## src/logic/slbc_pkg.sv

```systemverilog
// constants, states and carriers of the serial link self-test control
// assumes one core clock and an 8-bit register port with per-port paging
package slbc_pkg;

    // ==========================================================
    // port count and register map
    localparam int         NPORT          = 2;
    localparam logic [7:0] ADDR_ERR_TALLY = 8'h57;
    localparam logic [7:0] ADDR_CTRL      = 8'hB3;

    // ==========================================================
    // control register fields
    localparam int         CTRL_EN_BIT    = 0;
    localparam int         CTRL_CLK_LSB   = 1;
    localparam int         CTRL_ACT_BIT   = 3;
    localparam int         CTRL_GATE_LSB  = 6;
    localparam logic [7:0] CTRL_RST       = 8'h00;
    localparam logic [7:0] CTRL_WMASK     = 8'hC7;
    localparam logic [1:0] GATE_OFF       = 2'b00;
    localparam logic [1:0] GATE_ON        = 2'b10;
    localparam logic [1:0] CLK_EXT        = 2'b00;

    // ==========================================================
    // remote serializer clock register
    localparam logic [7:0] SER_CLK_REG    = 8'h14;
    localparam int         SER_EN_BIT     = 0;
    localparam int         SER_CLK_LSB    = 1;
    localparam logic [7:0] SER_OFF        = 8'h00;

    // ==========================================================
    // error tally values and pattern checker
    localparam logic [7:0] TALLY_FAIL     = 8'hFF;
    localparam logic [7:0] TALLY_MAX      = 8'hFE;
    localparam logic [7:0] TALLY_ZERO     = 8'h00;
    localparam logic [6:0] PRBS_SEED      = 7'h7F;

    typedef enum logic [3:0] {
        ST_IDLE = 4'b0001,
        ST_CFG  = 4'b0010,
        ST_RUN  = 4'b0100,
        ST_STOP = 4'b1000
    } slbc_state_t;

    typedef struct packed {
        logic       port;
        logic [7:0] addr;
        logic [7:0] data;
    } slbc_bc_wr_t;

    typedef struct packed {
        logic [7:0] word;
        logic       valid;
        logic       lock;
    } slbc_rx_t;

endpackage

```

## src/logic/slbc_top.sv

```systemverilog
// self-test control of the serial link, deserializer side
// assumes all inputs synchronous to CLK_I; the back channel accepts one
// write per cycle while BC_READY_I is high
`timescale 1ns/100ps

module slbc_top (
    input  wire logic                            CLK_I,
    input  wire logic                            RST_B_I,
    input  wire logic                            SELFTEST_ENABLE_PIN_I,
    input  wire logic [1:0]                      GPIO_LVL_I,
    input  wire logic [7:0]                      REG_ADDR_I,
    input  wire logic                            REG_PORT_SEL_I,
    input  wire logic                            REG_WR_I,
    input  wire logic                            REG_RD_I,
    input  wire logic [7:0]                      REG_WDATA_I,
    output logic [7:0]                           REG_RDATA_O,
    output slbc_pkg::slbc_bc_wr_t                BC_WR_O,
    output logic                                 BC_VALID_O,
    input  wire logic                            BC_READY_I,
    input  wire slbc_pkg::slbc_rx_t [1:0]        RX_I,
    input  wire logic                            PGEN_ENABLE_I,
    output logic [1:0]                           LOCK_O,
    output logic [1:0]                           PASS_O,
    output logic                                 MONITOR_LOOP_O,
    output logic                                 VIDEO_OUT_EN_O,
    output logic                                 CSI_LP11_O,
    output logic                                 PGEN_DRIVE_O
);
    import slbc_pkg::*;

    // ==========================================================
    // control state
    slbc_state_t state_r, state_nxt;
    logic [7:0]  ctrl_r, ctrl_nxt;
    logic [1:0]  clksel_r, clksel_nxt;
    logic        pin_q_r, pin_q_nxt;
    logic        en_q_r, en_q_nxt;
    logic        bc_valid_r, bc_valid_nxt;
    slbc_bc_wr_t bc_wr_r, bc_wr_nxt;
    logic        start, run, want, start_pin, start_reg;
    logic [7:0]  tally_rd [NPORT];
    logic [NPORT-1:0] err;

    assign start_pin = SELFTEST_ENABLE_PIN_I & ~pin_q_r;
    assign start_reg = ctrl_r[CTRL_EN_BIT] & ~en_q_r;
    assign want      = SELFTEST_ENABLE_PIN_I | ctrl_r[CTRL_EN_BIT];
    assign run       = (state_r == ST_RUN);
    assign start     = (state_r == ST_IDLE) & (start_pin | start_reg);

    always_comb begin
        state_nxt    = state_r;
        clksel_nxt   = clksel_r;
        bc_valid_nxt = bc_valid_r;
        bc_wr_nxt    = bc_wr_r;
        pin_q_nxt    = SELFTEST_ENABLE_PIN_I;
        en_q_nxt     = ctrl_r[CTRL_EN_BIT];
        ctrl_nxt     = ctrl_r;
        if (REG_WR_I && REG_ADDR_I == ADDR_CTRL) begin
            ctrl_nxt = REG_WDATA_I & CTRL_WMASK;
        end
        unique case (state_r)
            ST_IDLE: begin
                if (start) begin
                    // pin start wins when both rise together
                    if (start_pin) begin
                        clksel_nxt = GPIO_LVL_I;
                    end else begin
                        clksel_nxt = ctrl_r[CTRL_CLK_LSB +: 2];
                    end
                    state_nxt         = ST_CFG;
                    bc_valid_nxt      = 1'b1;
                    bc_wr_nxt.port    = 1'b0;
                    bc_wr_nxt.addr    = SER_CLK_REG;
                    bc_wr_nxt.data    = SER_OFF;
                    bc_wr_nxt.data[SER_EN_BIT] = 1'b1;
                    bc_wr_nxt.data[SER_CLK_LSB +: 2] = clksel_nxt;
                end
            end
            ST_CFG, ST_STOP: begin
                // one write per serializer, port 0 first
                if (bc_valid_r && BC_READY_I) begin
                    if (bc_wr_r.port) begin
                        bc_valid_nxt = 1'b0;
                        state_nxt = (state_r == ST_CFG) ? ST_RUN : ST_IDLE;
                    end else begin
                        bc_wr_nxt.port = 1'b1;
                    end
                end
            end
            ST_RUN: begin
                // clock select is frozen for the whole run
                if (!want) begin
                    state_nxt      = ST_STOP;
                    bc_valid_nxt   = 1'b1;
                    bc_wr_nxt.port = 1'b0;
                    bc_wr_nxt.data = SER_OFF;
                end
            end
            default: begin
                state_nxt    = ST_IDLE;
                bc_valid_nxt = 1'b0;
            end
        endcase
    end

    always_ff @(posedge CLK_I or negedge RST_B_I) begin
        if (!RST_B_I) begin
            state_r    <= ST_IDLE;
            ctrl_r     <= CTRL_RST;
            clksel_r   <= CLK_EXT;
            pin_q_r    <= 1'b0;
            en_q_r     <= 1'b0;
            bc_valid_r <= 1'b0;
            bc_wr_r    <= '0;
        end else begin
            state_r    <= state_nxt;
            ctrl_r     <= ctrl_nxt;
            clksel_r   <= clksel_nxt;
            pin_q_r    <= pin_q_nxt;
            en_q_r     <= en_q_nxt;
            bc_valid_r <= bc_valid_nxt;
            bc_wr_r    <= bc_wr_nxt;
        end
    end

    // ==========================================================
    // per-port pattern checker and error tally
    // parallel prbs7 generator, eight bits newest last in bit 0
    function automatic logic [14:0] prbs8(input logic [6:0] s);
        logic [6:0] st;
        logic [7:0] w;
        st = s;
        w  = 8'h00;
        for (int i = 7; i >= 0; i--) begin
            w[i] = st[6] ^ st[5];
            st   = {st[5:0], w[i]};
        end
        return {w, st};
    endfunction
    genvar g;
    generate
        for (g = 0; g < NPORT; g++) begin : g_port
            logic [6:0]  lfsr_r, lfsr_nxt;
            logic        sync_r, sync_nxt;
            logic        seen_r, seen_nxt;
            logic        lost_r, lost_nxt;
            logic [7:0]  tally_r, tally_nxt;
            logic [14:0] pred;
            assign pred = prbs8(lfsr_r);
            always_comb begin
                lfsr_nxt  = lfsr_r;
                sync_nxt  = sync_r;
                seen_nxt  = seen_r;
                lost_nxt  = lost_r;
                tally_nxt = tally_r;
                err[g]    = 1'b0;
                if (start) begin
                    lfsr_nxt  = PRBS_SEED;
                    sync_nxt  = 1'b0;
                    seen_nxt  = 1'b0;
                    lost_nxt  = 1'b0;
                    tally_nxt = TALLY_ZERO;
                end else if (run) begin
                    if (RX_I[g].lock) begin
                        seen_nxt = 1'b1;
                    end else begin
                        sync_nxt = 1'b0;
                        lost_nxt = lost_r | seen_r;
                    end
                    if (RX_I[g].lock && RX_I[g].valid) begin
                        // the stream seeds its own predictor
                        lfsr_nxt = RX_I[g].word[6:0];
                        sync_nxt = 1'b1;
                        if (sync_r && RX_I[g].word != pred[14:7]) begin
                            err[g] = 1'b1;
                            if (tally_r != TALLY_MAX) begin
                                tally_nxt = tally_r + 8'h01;
                            end
                        end
                    end
                end
            end
            always_ff @(posedge CLK_I or negedge RST_B_I) begin
                if (!RST_B_I) begin
                    lfsr_r  <= PRBS_SEED;
                    sync_r  <= 1'b0;
                    seen_r  <= 1'b0;
                    lost_r  <= 1'b0;
                    tally_r <= TALLY_ZERO;
                end else begin
                    lfsr_r  <= lfsr_nxt;
                    sync_r  <= sync_nxt;
                    seen_r  <= seen_nxt;
                    lost_r  <= lost_nxt;
                    tally_r <= tally_nxt;
                end
            end
            // before any lock the tally already reads as failed
            assign tally_rd[g] = (!seen_r || lost_r) ? TALLY_FAIL
                                                     : tally_r;

        end
    endgenerate

    // ==========================================================
    // outputs, all registered
    logic [7:0] rdata_nxt;
    logic       out_en_nxt;

    always_comb begin
        rdata_nxt = REG_RDATA_O;
        if (REG_RD_I) begin
            unique case (REG_ADDR_I)
                ADDR_CTRL: begin
                    rdata_nxt = ctrl_r;
                    rdata_nxt[CTRL_ACT_BIT] = (state_r != ST_IDLE);
                end
                ADDR_ERR_TALLY: begin
                    rdata_nxt = tally_rd[REG_PORT_SEL_I];
                end
                default: begin
                    rdata_nxt = 8'h00;
                end
            endcase
        end
        out_en_nxt = (state_r == ST_IDLE) ||
                     (ctrl_r[CTRL_GATE_LSB +: 2] == GATE_ON);
    end

    always_ff @(posedge CLK_I or negedge RST_B_I) begin
        if (!RST_B_I) begin
            REG_RDATA_O    <= 8'h00;
            LOCK_O         <= 2'b00;
            PASS_O         <= 2'b11;
            MONITOR_LOOP_O <= 1'b0;
            VIDEO_OUT_EN_O <= 1'b1;
            CSI_LP11_O     <= 1'b0;
            PGEN_DRIVE_O   <= 1'b0;
        end else begin
            REG_RDATA_O    <= rdata_nxt;
            LOCK_O         <= {RX_I[1].lock, RX_I[0].lock};
            PASS_O         <= ~err;
            MONITOR_LOOP_O <= RX_I[0].word[0];
            VIDEO_OUT_EN_O <= out_en_nxt;
            CSI_LP11_O     <= run && out_en_nxt && !PGEN_ENABLE_I;
            PGEN_DRIVE_O   <= run && out_en_nxt && PGEN_ENABLE_I;
        end
    end

    assign BC_WR_O    = bc_wr_r;
    assign BC_VALID_O = bc_valid_r;
endmodule

```

## config.mk

```make
export PLATFORM = sky130hd
export DESIGN_NAME = slbc_top
export DESIGN_NICKNAME = d
export VERILOG_FILES = /design/src/logic/slbc_pkg.sv /design/src/logic/slbc_top.sv
export SDC_FILE = /design/constraint.sdc
export NUM_CORES = 1
export LEC_CHECK = 0
export BUFFER_PORTS_ARGS = -buffer_cell sky130_fd_sc_hd__clkbuf_2
export CAP_MARGIN = 20
export CORE_ASPECT_RATIO = 0.75
export CORE_MARGIN = 4
export CORE_UTILIZATION = 48
export DETAILED_ROUTE_END_ITERATION = 12
export PLACE_DENSITY = 0.81
export SETUP_SLACK_MARGIN = 0.15
export SLEW_MARGIN = 25
export SYNTH_ARGS = -nofsm -noshare
export SYNTH_HDL_FRONTEND = slang
export SYNTH_SLANG_ARGS = --single-unit
```

## constraint.sdc

```tcl
create_clock -name CLK_I -period 4.89 [get_ports CLK_I]
set_input_delay 0.978 -clock CLK_I [delete_from_list [all_inputs] [get_ports CLK_I]]
set_output_delay 0.978 -clock CLK_I [all_outputs]
set_load 0.02 [all_outputs]
```

==> metrics.md <==
| Metric | Value |
|---|---|
| Fin nets | 473 |
| Top delay family on crit path | simple AND/OR/NAND/NOR gates |
| Clock Path Buffers | 2 |
| Vias in the first global route | 2852 |
| Final instance area | 4263 um2 |
| Initial antenna violation count | 0 |
| Final min period | 2.544 ns |
| Worst EP arrival | 2.80 ns |
| Final Slew Violations | 0 |
| Drt pass-1 iters | 5 |
| Die Ht | 84.09 um |
| Cell Area, Placed | 4029 um2 |
| Hold Buf Count CTS | 0 |
| F_max | 393.1 MHz |
| Kind of critical path | reg -> reg |
| Worst setup EP type | flip-flop |
| Congestion Overflow GR | 0 |
| Post-synth top area cell | dfrtp_1 |
| Via/cell ratio | 5.626 |
| Detail Placement HPWL | 5865 um |
| I/O pins | 80 |
| Fillers | 671 |
| Leading cell types by count after synthesis | dfrtp_1, nor2_1, a21oi_1, nand2_1, dfstp_2 |
| Largest net degree at the start of global routing | 43 |
| Core ar. | 7432 um2 |
| WL final | 7989 um |
| Syn Area/Cell | 10.21 um2 |
| CTS H-tree depth | 3 |
| Final setup fails | 0 |
| Slowest CP cell | nor4b_4 |
| Number of synthesized flops with an enable pin | 0 |
| Syn Std Cell Area | 3705 um2 |
| CTS tree | yes |
| Hold Slack | 0.4660 ns |
| Async SR Flop Fraction | 100.0% |
| Antenna-violating nets left | 0 |
| Layout cells sized above 1 | 28.04% |
| GPL Wtd Cong | 0.8556 |
| #FFs+latches synth | 69 |
| WP buf/inv | 0 |
| Power density cells | 461.2 nW/um2 |
| Clock Sinks | 69 |
| Mapped Cells | 363 |
| Worst min path class | reg -> reg |
| # diodes | 0 |
| Leak pwr | 1.918 nW |
| Most common cell in the synthesized netlist | dfrtp_1 |
| First-pass GRT wire length | 13280 um |
| Max_slew headroom | 39.34% |
| Post-CTS setup buffers | 0 |
| Die width | 109.4 um |
| Row cnt | 27 |
| # DRC | 0 |
| Area Overhead vs Synth | 15.06% |
| Die footprint | 9203 um2 |
| Clock Latency Late Sink | 0.35 ns |
| Top cell type's share of synthesized area | 34.45% |
| Synth Flop Type | dfrtp_1 |
| YS warnings | 0 |
| Clock edge transition at the registers on the reported setup and hold paths | 0.08 ns |
| Library cells used by synthesis | 65 |
| Register area share after synthesis | 47.21% |
| Worst-path cell chain | nor4b_4 -> and3_1 -> nand4_1 -> or4_1 -> a21oi_1 |
| Crit-path max FO | 15 |
| Initial Util | 49.85% |
| Final Cycle Share | 52.02% |
| Post-cts sizing count | 0 |
| Slowest stage delay, CP | 0.73 ns |
| CP required | 5.15 ns |
| Max Cap Violations | 0 |
| CTS root buffer | clkbuf_8 |
| Final Hold Viols | 0 |
| TNS Setup | 0 ns |
| Post-DR wirelength/cell | 15.10 um |
| First DRT Iteration DRCs | 148 |
| Synth top area cells | dfrtp_1, dfstp_2, a21oi_1 |
| PortBufs | 65 |
| Routed vias | 2976 |
| Worst-margin pin slew | 0.9017 ns |
| Status | completed |
| Setup repair after global routing missed its margin | no |
| Worst IR Drop VDD | 0.2748 mV |
| Critical Path Source Type | flip-flop |
| GRT Total Usage | 18.09% |
| TritonCTS Buffers | 9 |
| Fin Clk Skew | 0.01399 ns |
-- worst paths after layout --
| kind | depth (start not counted) | slack (ns) | end | start |
|---|---|---|---|---|
| setup / recovery | 5 | 2.35 | g_port[0].tally_r[6]$_DFFE_PN0P_ | state_r[3]$_DFFE_PN0P_ |
| hold / removal | 0 | 0.47 | en_q_r$_DFF_PN0_ | ctrl_r[0]$_DFFE_PN0P_ |
| setup reg to reg | 5 | 2.35 | g_port[0].tally_r[6]$_DFFE_PN0P_ | state_r[3]$_DFFE_PN0P_ |
| hold reg to reg | 0 | 0.47 | en_q_r$_DFF_PN0_ | ctrl_r[0]$_DFFE_PN0P_ |
| max in group asynchronous | 2 | 3.47 | g_port[1].lfsr_r[2]$_DFFE_PN1P_ | RST_B_I |
| min in group asynchronous | 1 | 0.60 | REG_RDATA_O[2]$_DFFE_PN0P_ | RST_B_I |
-- state kept, by name, summed over array words and instances, names as in the netlist --
register,flops
BC_VALID_O,1
BC_WR_O,5
CSI_LP11_O,1
LOCK_O,2
MONITOR_LOOP_O,1
PASS_O,2
PGEN_DRIVE_O,1
REG_RDATA_O,8
VIDEO_OUT_EN_O,1
ctrl_r,5
en_q_r,1
g_port.lfsr_r,14
g_port.lost_r,2
g_port.seen_r,2
g_port.sync_r,2
g_port.tally_r,16
pin_q_r,1
state_r,4
-- logic make-up (layout without fill, tap and decap cells) --
| logic type | Yosys count | after routing | share of synthesized area, % |
|---|---|---|---|
| other | 1 | 11 | 0.1012 |
| buffers and inverters | 38 | 93 | 5.775 |
| muxes | 20 | 20 | 5.843 |
| adders and majority gates | 4 | 4 | 1.351 |
| xor gates and xnor gates | 14 | 14 | 3.310 |
| AOI/OAI and AO/OA | 96 | 96 | 18.14 |
| DFF | 69 | 69 | 47.21 |
| and+or+nand+nor | 121 | 121 | 18.27 |
-- routing by layer --
metal	track usage (%)	share of wire [%]	up-vias
li1	-	-	1445
met1	24.05	46	1444
met3	5.182	5.8	7
met2	28.25	48	80
met4	6.002	0.93	0
met5	0	0	-
-- where the power goes --
| part | internal, W | switching [W] | leakage (nW) |
|---|---|---|---|
| logic | 0.000255 | 0.000329 | 0.941 |
| registers | 0.000728 | 0.000137 | 0.868 |
| clock network | 0.000290 | 0.000227 | 0.110 |
-- through the flow --
step	total power, W	cells	util, %	setup WS [ns]
global placement	0.001419	513	54.21	1.933
global route	0.002095	529	57.36	2.105
floorplan	0.001308	373	-	2.261
CTS	0.001966	529	57.21	2.168
detailed placement	0.001449	513	54.21	1.821
finish	0.001966	529	57.36	2.346
-- final cells by class --
type	count	area (um2)	area share (%)
Clock buffer	9	123.9	2.906
Sequential cell	69	1749	41.03
Inverter	11	41.29	0.9686
Multi-Input combinational cell	266	1788	41.94
Clock inverter	7	98.84	2.319
Timing Repair Buffer	66	335.3	7.866
Tap cell	101	126.4	2.964
-- worst register-to-register path, cell delays in order, from the launching register on --
cell     delay [ns]
dfrtp_1        0.47
nor4b_4        0.73
and3_1         0.36
nand4_1        0.23
or4_1          0.52
a21oi_1        0.15
-- layout by cell type (no fill, tap or decap), drive strengths merged, types with 12 or more instances in the layout --
| master | synthesis | layout |
|---|---|---|
| nand2 | 20 | 20 |
| dfrtp | 51 | 51 |
| nand3 | 12 | 12 |
| a21oi | 25 | 25 |
| o22a | 14 | 14 |
| clkbuf | 7 | 73 |
| dfstp | 18 | 18 |
| o21ai | 13 | 13 |
| nor2 | 29 | 29 |
| inv | 11 | 12 |
(Power assumes the default switching activity.)
